`src/shared/lbs_consts.vh`:
```
`ifndef LBS_CONSTS_VH
`define LBS_CONSTS_VH

// Register byte offsets on the Wishbone slave.
`define LBS_REG_CTRL 8'h00
`define LBS_REG_STATUS 8'h04

// Control register fields.
`define LBS_CTRL_MODE_LSB 0
`define LBS_CTRL_MODE_W 2

// Software mode request codes.
`define LBS_REQ_AUTO 2'h0
`define LBS_REQ_INLINE 2'h1
`define LBS_REQ_BYPASS 2'h2
`define LBS_REQ_OPEN 2'h3

// Routing state codes reported in status bits 1:0.
`define LBS_ROUTE_OPEN 2'h0
`define LBS_ROUTE_INLINE 2'h1
`define LBS_ROUTE_BYPASS 2'h2

// Status register fields.
`define LBS_STAT_ROUTE_LSB 0
`define LBS_STAT_MODE_LSB 2
`define LBS_STAT_STRAP_BIT 4
`define LBS_STAT_PWR0_BIT 5
`define LBS_STAT_PWR1_BIT 6
`define LBS_STAT_FLASH_BIT 7

// Timing: clock period in ns and the times in their own units.
`define LBS_CLK_NS 20
`define LBS_HOLD_MS 10000
// Scaled in two steps so the intermediate product stays inside 32 bits.
`define LBS_HOLD_CYC (((`LBS_HOLD_MS * 1000) / `LBS_CLK_NS) * 1000)
`define LBS_FLASH_MS 2000
`define LBS_FLASH_CYC ((`LBS_FLASH_MS * 1000000) / `LBS_CLK_NS)
`define LBS_FILT_US 100
`define LBS_FILT_CYC ((`LBS_FILT_US * 1000) / `LBS_CLK_NS)

`endif

```
`src/verilog/lbs_pwr_filter.v`:
```
`timescale 1ns/100ps
// Debounces a partner-power sense level: output changes only after the input
// has held a new value for FILT_CYC consecutive clocks.
module lbs_pwr_filter #(
  parameter integer FILT_CYC = 5000
) (
  input wire clk_i,
  input wire rst_i,
  input wire sense_i,
  output reg level_o
);
  reg [31:0] cnt_q;

  always @(posedge clk_i) begin
    if (rst_i) begin
      cnt_q <= 32'h0;
      level_o <= 1'b0;
    end else if (sense_i == level_o) begin
      cnt_q <= 32'h0;
    end else if (cnt_q >= FILT_CYC - 1) begin
      cnt_q <= 32'h0;
      level_o <= sense_i;
    end else begin
      cnt_q <= cnt_q + 32'h1;
    end
  end
endmodule

```
`src/verilog/lbs_hold_timer.v`:
```
`timescale 1ns/100ps
// Counts how long all three front buttons are held; pulses once at HOLD_CYC,
// then stretches a display flash for FLASH_CYC cycles.
module lbs_hold_timer #(
  parameter integer HOLD_CYC = 500000000,
  parameter integer FLASH_CYC = 100000000
) (
  input wire clk_i,
  input wire rst_i,
  input wire [2:0] buttons_i,
  output reg fire_o,
  output reg flash_o
);
  reg [31:0] hold_q;
  reg [31:0] flash_q;
  wire all_held;

  assign all_held = &buttons_i;

  always @(posedge clk_i) begin
    if (rst_i) begin
      hold_q <= 32'h0;
      flash_q <= 32'h0;
      fire_o <= 1'b0;
      flash_o <= 1'b0;
    end else begin
      fire_o <= 1'b0;
      if (!all_held) begin
        hold_q <= 32'h0;
      end else if (hold_q < HOLD_CYC) begin
        hold_q <= hold_q + 32'h1;
        // A single reset event per press, even if the buttons stay down.
        if (hold_q == HOLD_CYC - 1) begin
          fire_o <= 1'b1;
        end
      end
      if (fire_o) begin
        flash_q <= FLASH_CYC;
        flash_o <= 1'b1;
      end else if (flash_q > 32'h1) begin
        flash_q <= flash_q - 32'h1;
      end else begin
        flash_q <= 32'h0;
        flash_o <= 1'b0;
      end
    end
  end
endmodule

```
`src/verilog/lbs_switch_ctrl.v`:
```
// Design decisions made here: the register offsets and register access over Wishbone.
`timescale 1ns/100ps
`include "lbs_consts.vh"
// How it works
// - Two external connectors join the internal strings.
// - Strap picks automatic or forced inline base.
// - Default strap gives automatic mode.
// - Commands force inline, bypass, open only in automatic.
// - Each card keeps its own mode.
// - Automatic: any powered partner gives inline.
// - Automatic: no powered partner gives bypass.
// - Automatic: partner power loss drops into bypass.
// - All automatic, unattached cards close one loop.
// - Forced inline: mode light green, ready lights off.
// - Forced inline ignores partner presence and power.
// - Strapped inline ignores all mode commands.
// - Forced bypass joins strings, ignores external side.
// - Forced open connects nothing at all.
module lbs_switch_ctrl #(
  parameter integer HOLD_CYC = `LBS_HOLD_CYC,
  parameter integer FLASH_CYC = `LBS_FLASH_CYC,
  parameter integer FILT_CYC = `LBS_FILT_CYC
) (
  input wire clk_i,
  input wire rst_i,
  // Classic Wishbone slave.
  input wire cyc_i,
  input wire stb_i,
  input wire we_i,
  input wire [7:0] adr_i,
  input wire [3:0] sel_i,
  input wire [31:0] dat_i,
  output reg [31:0] dat_o,
  output reg ack_o,
  output wire err_o,
  // Strap: high selects forced inline, low (default, pulled) is automatic.
  input wire strap_inline_i,
  input wire [1:0] partner_pwr_i,
  input wire [2:0] front_select_buttons_i,
  // Switch steering: ext_en_o routes internal links to connector n.
  output reg [1:0] ext_en_o,
  output reg loop_join_o,
  output reg mode_led_green_o,
  output reg mode_led_amber_o,
  output reg [1:0] ready_led_o,
  output wire display_flash_o
);
  // Route state codes; the same codes are reported in the status word.
  localparam [1:0] ST_OPEN = `LBS_ROUTE_OPEN;
  localparam [1:0] ST_INLINE = `LBS_ROUTE_INLINE;
  localparam [1:0] ST_BYPASS = `LBS_ROUTE_BYPASS;

  reg strap_q;
  reg [1:0] req_q;
  reg [1:0] req_d;
  reg [1:0] route_q;
  reg [1:0] route_d;
  reg ack_d;
  reg [31:0] rdata_d;
  reg [1:0] ext_en_d;
  reg loop_join_d;
  reg mode_led_green_d;
  reg mode_led_amber_d;
  reg [1:0] ready_led_d;
  wire [1:0] pwr_f;
  wire [1:0] conn_route;
  wire [1:0] conn_live;
  wire any_pwr;
  wire reset_fire;
  wire eff_inline;
  wire cmd_forced;
  wire wr_ctrl;
  wire rd_req;
  wire hit;

  // Returns true when the byte address maps to a register.
  function is_mapped;
    input [7:0] a;
    begin
      is_mapped = (a == `LBS_REG_CTRL) || (a == `LBS_REG_STATUS);
    end
  endfunction

  // Returns true when the byte address selects the control register.
  function is_ctrl;
    input [7:0] a;
    begin
      is_ctrl = (a == `LBS_REG_CTRL);
    end
  endfunction

  // True for the route state that hands the internal links to the connectors.
  function route_is_ext;
    input [1:0] r;
    begin
      route_is_ext = (r == ST_INLINE);
    end
  endfunction

  // True for the route state that closes the internal loop on the card.
  function route_is_join;
    input [1:0] r;
    begin
      route_is_join = (r == ST_BYPASS);
    end
  endfunction

  // True for a software request that overrides automatic switching.
  function req_is_forced;
    input [1:0] q;
    begin
      req_is_forced = (q != `LBS_REQ_AUTO);
    end
  endfunction

  // Each connector's sense is filtered on its own; a brief sag on one cable
  // must not flip the whole card between inline and bypass.
  genvar g;
  generate
    for (g = 0; g < 2; g = g + 1) begin : g_conn
      lbs_pwr_filter #(
        .FILT_CYC(FILT_CYC)
      ) u_filt (
        .clk_i(clk_i),
        .rst_i(rst_i),
        .sense_i(partner_pwr_i[g]),
        .level_o(pwr_f[g])
      );
    end
  endgenerate

  // The manual reset only clears software requests; a strapped card keeps its
  // forced inline mode because the strap overrides the request anyway.
  lbs_hold_timer #(
    .HOLD_CYC(HOLD_CYC),
    .FLASH_CYC(FLASH_CYC)
  ) u_hold (
    .clk_i(clk_i),
    .rst_i(rst_i),
    .buttons_i(front_select_buttons_i),
    .fire_o(reset_fire),
    .flash_o(display_flash_o)
  );

  // The strap is captured each clock so a jumper change takes effect without
  // a power cycle; it is static in practice.
  always @(posedge clk_i) begin
    if (rst_i) begin
      strap_q <= 1'b0;
    end else begin
      strap_q <= strap_inline_i;
    end
  end

  assign hit = cyc_i && stb_i;
  // The slave never signals an error; unmapped reads return zero.
  assign err_o = 1'b0;
  // A write lands on the first edge of a request, the edge that raises ack.
  assign wr_ctrl = hit && we_i && sel_i[0] && !ack_o && is_ctrl(adr_i);

  // Software mode request, private to this card. The strap and the manual
  // reset both win over a write in the same cycle, so a late command can never
  // leave a strapped card, or one just reset by hand, in a forced mode.
  always @* begin
    req_d = req_q;
    if (strap_q) begin
      req_d = `LBS_REQ_AUTO;
    end else if (reset_fire) begin
      req_d = `LBS_REQ_AUTO;
    end else if (wr_ctrl) begin
      req_d = dat_i[`LBS_CTRL_MODE_LSB +: `LBS_CTRL_MODE_W];
    end
  end

  always @(posedge clk_i) begin
    if (rst_i) begin
      req_q <= `LBS_REQ_AUTO;
    end else begin
      req_q <= req_d;
    end
  end

  assign cmd_forced = req_is_forced(req_q);

  assign eff_inline = strap_q || (req_q == `LBS_REQ_INLINE);
  assign any_pwr = |pwr_f;

  // Route state machine. Every state may move to any other in one step; the
  // target depends only on the mode and, in automatic mode, on partner power.
  // The case on the present state keeps the power loss path explicit.
  always @* begin
    route_d = ST_BYPASS;
    if (eff_inline) begin
      route_d = ST_INLINE;
    end else begin
      case (req_q)
        `LBS_REQ_BYPASS: route_d = ST_BYPASS;
        `LBS_REQ_OPEN: route_d = ST_OPEN;
        `LBS_REQ_AUTO: begin
          case (route_q)
            ST_INLINE: begin
              if (!any_pwr) begin
                // Last powered partner gone: close the loop around it.
                route_d = ST_BYPASS;
              end else begin
                route_d = ST_INLINE;
              end
            end
            ST_BYPASS: begin
              if (any_pwr) begin
                route_d = ST_INLINE;
              end else begin
                route_d = ST_BYPASS;
              end
            end
            ST_OPEN: begin
              route_d = any_pwr ? ST_INLINE : ST_BYPASS;
            end
            default: begin
              route_d = ST_BYPASS;
            end
          endcase
        end
        default: route_d = ST_BYPASS;
      endcase
    end
  end

  // Per-connector steering: both connectors follow the route together, and a
  // ready light needs a live partner on a connector that is actually routed.
  generate
    for (g = 0; g < 2; g = g + 1) begin : g_steer
      assign conn_route[g] = route_is_ext(route_d);
      assign conn_live[g] = pwr_f[g] && route_is_ext(route_d);
    end
  endgenerate

  always @* begin
    ext_en_d = conn_route;
    loop_join_d = route_is_join(route_d);
    mode_led_green_d = eff_inline;
    mode_led_amber_d = !eff_inline && cmd_forced;
    // Ready lights show a live partner only while switching is automatic.
    if (eff_inline) begin
      ready_led_d = 2'h0;
    end else begin
      ready_led_d = conn_live;
    end
  end

  // The route is kept as state so that a power loss is seen as a move out of
  // inline rather than as a fresh decision.
  always @(posedge clk_i) begin
    if (rst_i) begin
      route_q <= ST_BYPASS;
    end else begin
      route_q <= route_d;
    end
  end

  // Both connectors switch together when inline.
  always @(posedge clk_i) begin
    if (rst_i) begin
      ext_en_o <= 2'h0;
    end else begin
      ext_en_o <= ext_en_d;
    end
  end

  always @(posedge clk_i) begin
    if (rst_i) begin
      loop_join_o <= 1'b1;
    end else begin
      loop_join_o <= loop_join_d;
    end
  end

  // The mode lights follow the effective mode, not the route.
  always @(posedge clk_i) begin
    if (rst_i) begin
      mode_led_green_o <= 1'b0;
      mode_led_amber_o <= 1'b0;
    end else begin
      mode_led_green_o <= mode_led_green_d;
      mode_led_amber_o <= mode_led_amber_d;
    end
  end

  always @(posedge clk_i) begin
    if (rst_i) begin
      ready_led_o <= 2'h0;
    end else begin
      ready_led_o <= ready_led_d;
    end
  end

  // One wait state: ack one cycle after the request, dropped the next cycle.
  // The second cycle of a held request is never taken again, so a master that
  // keeps stb up for the ack edge cannot write twice.
  always @* begin
    ack_d = hit && !ack_o;
  end

  assign rd_req = ack_d && !we_i && is_mapped(adr_i);

  // Read word, zero for writes and for addresses outside the map.
  always @* begin
    rdata_d = 32'h0;
    if (rd_req) begin
      case (adr_i)
        `LBS_REG_CTRL: begin
          rdata_d[`LBS_CTRL_MODE_LSB +: `LBS_CTRL_MODE_W] = req_q;
        end
        `LBS_REG_STATUS: begin
          rdata_d[`LBS_STAT_ROUTE_LSB +: 2] = route_q;
          rdata_d[`LBS_STAT_MODE_LSB +: 2] = req_q;
          rdata_d[`LBS_STAT_STRAP_BIT] = strap_q;
          rdata_d[`LBS_STAT_PWR0_BIT] = pwr_f[0];
          rdata_d[`LBS_STAT_PWR1_BIT] = pwr_f[1];
          rdata_d[`LBS_STAT_FLASH_BIT] = display_flash_o;
        end
        default: begin
          rdata_d = 32'h0;
        end
      endcase
    end
  end

  always @(posedge clk_i) begin
    if (rst_i) begin
      ack_o <= 1'b0;
    end else begin
      ack_o <= ack_d;
    end
  end

  // Read data is cleared outside the ack cycle so stale words never linger.
  always @(posedge clk_i) begin
    if (rst_i) begin
      dat_o <= 32'h0;
    end else begin
      dat_o <= rdata_d;
    end
  end
endmodule

```
`config.mk`:
```
export PLATFORM = sky130hd
export DESIGN_NAME = lbs_switch_ctrl
export DESIGN_NICKNAME = d
export VERILOG_FILES = /design/src/verilog/lbs_pwr_filter.v /design/src/verilog/lbs_hold_timer.v /design/src/verilog/lbs_switch_ctrl.v
export VERILOG_INCLUDE_DIRS = /design/src /design/src/shared
export SDC_FILE = /design/constraint.sdc
export NUM_CORES = 1
export LEC_CHECK = 0
export ABC_CLOCK_PERIOD_IN_PS = 4900
export BUFFER_PORTS_ARGS = -buffer_cell sky130_fd_sc_hd__buf_2
export CAP_MARGIN = 20
export CORE_MARGIN = 3
export CORE_UTILIZATION = 55
export CTS_BUF_LIST = sky130_fd_sc_hd__clkbuf_4 sky130_fd_sc_hd__clkbuf_8
export CTS_CLUSTER_SIZE = 16
export DETAILED_ROUTE_END_ITERATION = 8
export PLACE_DENSITY_LB_ADDON = 0.12
export REMOVE_ABC_BUFFERS = 1
export SLEW_MARGIN = 10
export SYNTH_ARGS = -nofsm -noshare
export SYNTH_HDL_FRONTEND = slang
export SYNTH_SLANG_ARGS = --single-unit
export TNS_END_PERCENT = 1
```
`constraint.sdc`:
```
create_clock -name clk_i -period 4.9 [get_ports clk_i]
set_input_delay 0.245 -clock clk_i [delete_from_list [all_inputs] [get_ports clk_i]]
set_output_delay 0.245 -clock clk_i [all_outputs]
set_load 0.02 [all_outputs]
```
==> reports/metrics.sh <==
RUN_STATUS='finished clean'
MAX_FREQ_MHz=386.2
GP_CONGESTION=0.8671
AREA_INSIDE_THE_CORE_BOUNDARY_SQ_UM=10460
FINALCRITICALPERIOD_NS=2.589
CHIPHEIGHT_UM=110.5
FINCLKSKEW_NS=0.01334
GRT_START_MAX_NET_PINS=25
GRT_USAGE_PCT=18.93
DR_TOTAL_VIAS=4602
NUM-NETS-FINAL=780
WORST_REG_TO_REG_CELLS=5
WORST_R2R_STARTPOINT='u_hold.flash_q[4]'
SYNTH_MOST_COMMON_CELL='sky130_fd_sc_hd__dfxtp_1'
SYN_AVG_CELL_AREA_SQ_UM=9.309
POWER_FRAC_COMB_PCT=25.4
SETUP-TNS-FINAL_NS=0
MAXIMUM_BUFFER_DEPTH_OF_THE_CLOCK_TREE=2
SLEW_HEADROOM_PCT=35.77
CRIT_END='u_hold.flash_q[20]'
POST_SYNTH_INSTANCE_AREA_SQ_UM=6005
YOSYSWARNINGCOUNT=0
CRITICAL_PATH.SLOWEST_CELL='sky130_fd_sc_hd__nor4_1'
SYNTH.TOP_CELL.AREA_SHARE_PCT=50.68
CTS_ROOT_BUF='sky130_fd_sc_hd__clkbuf_8'
TIMING.CRITICAL_PATH.ARRIVAL_NS=2.91
SEQ_POWER_SHARE_PCT=45.8
REG2REG_SLACK_NS=2.31
PLACEMENT_ROWS=37
CP_CELL_SEQUENCE='nor4_1, nand3_1, nor4_1, xnor2_1, a21oi_1'
IRDROPWORSTVDD_V=0.0002969
NETLIST_INSTANCES=645
CLKSINKCOUNT=152
POWER.SWITCHING_FRACTION_PCT=32.98
INITIAL_UTILIZATION_PCT=57.39
WORSTSETUPSTARTPOINTTYPE='flop'
POSTLAYOUTCOREUTIL_PCT=64.27
GRT_ANTENNA_BEFORE_REPAIR=0
PERIOD_SHARE_PCT=52.84
ANTENNA_NETS_POST_ROUTE=0
REPORT.FINAL.HOLD_VIOL_COUNT=0
REPORT.POWER.TOTAL_mW=3.281
LAYOUT_CELLS_SIZED_ABOVE_1_PCT=11.73
CRITPATHLAUNCH='u_hold.flash_q[4]'
WORSTMARGINPINSLEW_NS=0.9485
CTS.CLK_SLEW.WORST_PATHS_NS=0.08
POWER_SWITCHING_mW=1.082
DETAIL_ROUTE.WIRELENGTH_MM=11.17
NUM_PORTS=97
SETUP_VIOL=0
CAPTURE_INSTANCE_OF_THE_WORST_REGISTER_TO_REGISTER_PATH='u_hold.flash_q[20]'
SETUP.WORST_PATH.CLASS='reg2reg'
GRT.OVERFLOW.TOTAL=0
CRITICAL_PATH.ENDPOINT_TYPE='flop'
AREA_DELTA_SYNTH_FINAL_PCT=11.98
DRC=0
MAX_STAGE_DELAY_NS=0.83
CTS_RESIZED=0
DIE_X_UM=110.5
MAX_CAP_VIOL_COUNT=0
CTS_TREE='built'
YS_SEQ_ELEMENTS=152
POWER.DENSITY_nW_PER_UM2=488.0
POSTLAYOUTCELLAREA_SQ_UM=6724
TOTAL_CTS_BUFFERS=17
WORSTPATHMAXFANOUT=12
CRIT_PATH_FREQUENT_CELL='sky130_fd_sc_hd__nor4_1'
CTS.REPAIR_TIMING.SETUP_BUFFER_COUNT=0
SHARE_CLK_OF_TOTAL_POWER_PCT=28.8
PLACE.DETAILED.HPWL_MM=7.918
PORT_BUFFERS=38
SYNTH_SEQ_AREA_SHARE_PCT=50.68
WORSTPATHREQUIRED_NS=5.22
HOLDBUFCOUNTCTS=0
DRT_PRE_ANTENNA_ITERS=5
YOSYS_TOP_CELL_BY_AREA='sky130_fd_sc_hd__dfxtp_1'
CTS_MAX_LEVEL=4
WIRE_PER_INST_UM=12.85
DRT_ITER0_MARKERS=262
WORST_SKEW_PAIR.LATE_LATENCY_NS=0.45
WORST_HOLD_PATH_CLASS='in2reg'
SYNTH_FF_TYPE='sky130_fd_sc_hd__dfxtp_1'
GRT_SETUP_UNREPAIRED='no'
YS_ASYNC_SR_FRACTION_PCT=0
DPL-INSTANCE-AREA_SQ_UM=6320
HOLD_WS_NS=0.03801
INTERNAL_POWER_mW=2.199
GRT_PASS1_VIAS=4397
VIASPERCELL=5.296
MAXSLEWVIOLCOUNT=0
DIE_AREA_SQ_UM=12210
SYNTH_TOP_CELLS_BY_COUNT='152 x sky130_fd_sc_hd__dfxtp_1, 91 x sky130_fd_sc_hd__nor2_1, 44 x sky130_fd_sc_hd__nand2_1'
SYNTH_ENABLE_FLOP_CELLS=0
LEAKAGE_nW=2.635
NETLIST-CELL-TYPE-COUNT=51
INSERTEDDIODECOUNT=0
GRT_FIRST_PASS_WIRELENGTH_MM=19.21
SYNTH_TOP_CELLS_BY_AREA='sky130_fd_sc_hd__dfxtp_1 51%, sky130_fd_sc_hd__xnor2_1 6.1%, sky130_fd_sc_hd__nor2_1 5.7%, sky130_fd_sc_hd__nor4_1 3.8%, sky130_fd_sc_hd__buf_4 3.3%'
[layer usage]
| layer | GRT usage, % | vias to the layer above | routed length, um |
|---|---|---|---|
| li1 | - | 2333 | - |
| met1 | 23.10 | 2137 | 5134 |
| met2 | 31.51 | 118 | 5326 |
| met3 | 5.973 | 14 | 582 |
| met4 | 6.732 | 0 | 123 |
| met5 | 0 | - | 0 |
[power by group through the flow]
stage                     Sequential, mW  Combinational (mW)  Clock, mW
after detailed placement            1.53               0.836          0
final                               1.50               0.835      0.945
after floorplan                     1.50               0.686          0
after global placement              1.52               0.816          0
after CTS                           1.50               0.839      0.969
after global routing                1.52               0.944       1.03
[stage by stage]
stage,cells,worst slack (ns)
CTS,869,2.300
global route,869,2.011
finish,869,2.311
detailed placement,837,2.307
global placement,837,2.349
floorplan,662,2.566
[logic make-up after synthesis]
family / count (synthesis) / synth area share [%]
AOI/OAI and AO/OA: 74 / 8.502
muxes: 8 / 1.334
other: 1 / 0.06245
and+or+nand+nor: 292 / 24.55
buffers and inverters: 55 / 5.376
xor gates and xnor gates: 58 / 8.460
adders and majority gates: 5 / 1.042
DFF: 152 / 50.68
[worst max-delay path, delay by kind of cell, from the launching register on]
family / cells / cell delay (ns)
XOR/XNOR: 1 / 0.17
AND/OR/NAND/NOR: 3 / 1.87
flip-flops: 1 / 0.35
AO/OA/AOI/OAI: 1 / 0.08
[how the worst min path moves through the flow]
stage / start / endpoint / slack [ns] / cells after the start
6_report: stb_i / ack_o / 0.04 / 2
5_1_grt: stb_i / ack_o / 0.007 / 2
4_1_cts: stb_i / ack_o / 0.01 / 2
3_5_place_dp: u_hold.hold_q[29] / u_hold.hold_q[29] / 0.45 / 1
3_3_place_gp: g_conn[1].u_filt.cnt_q[0] / g_conn[1].u_filt.cnt_q[0] / 0.43 / 1
2_1_floorplan: rst_i / mode_led_amber_o / 0.32 / 1
[registers in the layout (all words and copies together) (netlist names)]
register	count
u_hold.flash_q	32
mode_led_green_o	1
loop_join_o	1
u_hold.flash_o	1
u_hold.fire_o	1
ext_en_o	1
g_conn.u_filt.level_o	2
ready_led_o	2
mode_led_amber_o	1
req_q	2
route_q	2
strap_q	1
dat_o	8
g_conn.u_filt.cnt_q	64
ack_o	1
u_hold.hold_q	32
[area by class of cell]
cell class                      instances  area (sq um)
Clock buffer                           17         234.0
Clock inverter                         15         170.2
Fill cell                             884          3739
Inverter                               10         37.54
Multi-Input combinational cell        500          2872
Sequential cell                       152          3043
Tap cell                              136         170.2
Timing Repair Buffer                   39         197.7
[layout by cell type (no fill, tap or decap), types with 3 or more instances in the layout]
cell type / instances
sky130_fd_sc_hd__nand2_1: 44
sky130_fd_sc_hd__xnor2_1: 42
sky130_fd_sc_hd__nor2_1: 91
sky130_fd_sc_hd__a31oi_1: 5
sky130_fd_sc_hd__xor2_1: 16
sky130_fd_sc_hd__nand2b_1: 4
sky130_fd_sc_hd__and2_1: 10
sky130_fd_sc_hd__clkbuf_8: 17
sky130_fd_sc_hd__ha_1: 5
sky130_fd_sc_hd__a2111oi_0: 3
sky130_fd_sc_hd__nor3_1: 18
sky130_fd_sc_hd__or4_1: 8
sky130_fd_sc_hd__conb_1: 63
sky130_fd_sc_hd__a31o_2: 4
sky130_fd_sc_hd__mux2i_1: 8
sky130_fd_sc_hd__a41o_1: 6
sky130_fd_sc_hd__or3_1: 13
sky130_fd_sc_hd__nor4_1: 36
sky130_fd_sc_hd__buf_2: 38
sky130_fd_sc_hd__o21ai_0: 6
sky130_fd_sc_hd__clkinv_4: 6
sky130_fd_sc_hd__inv_1: 9
sky130_fd_sc_hd__dfxtp_1: 152
sky130_fd_sc_hd__or2_2: 5
sky130_fd_sc_hd__inv_6: 3
sky130_fd_sc_hd__nand4_1: 17
sky130_fd_sc_hd__o31ai_1: 4
sky130_fd_sc_hd__and3_1: 10
sky130_fd_sc_hd__a21oi_1: 30
sky130_fd_sc_hd__nand3_1: 25
Power figures use the tool's default switching activity.
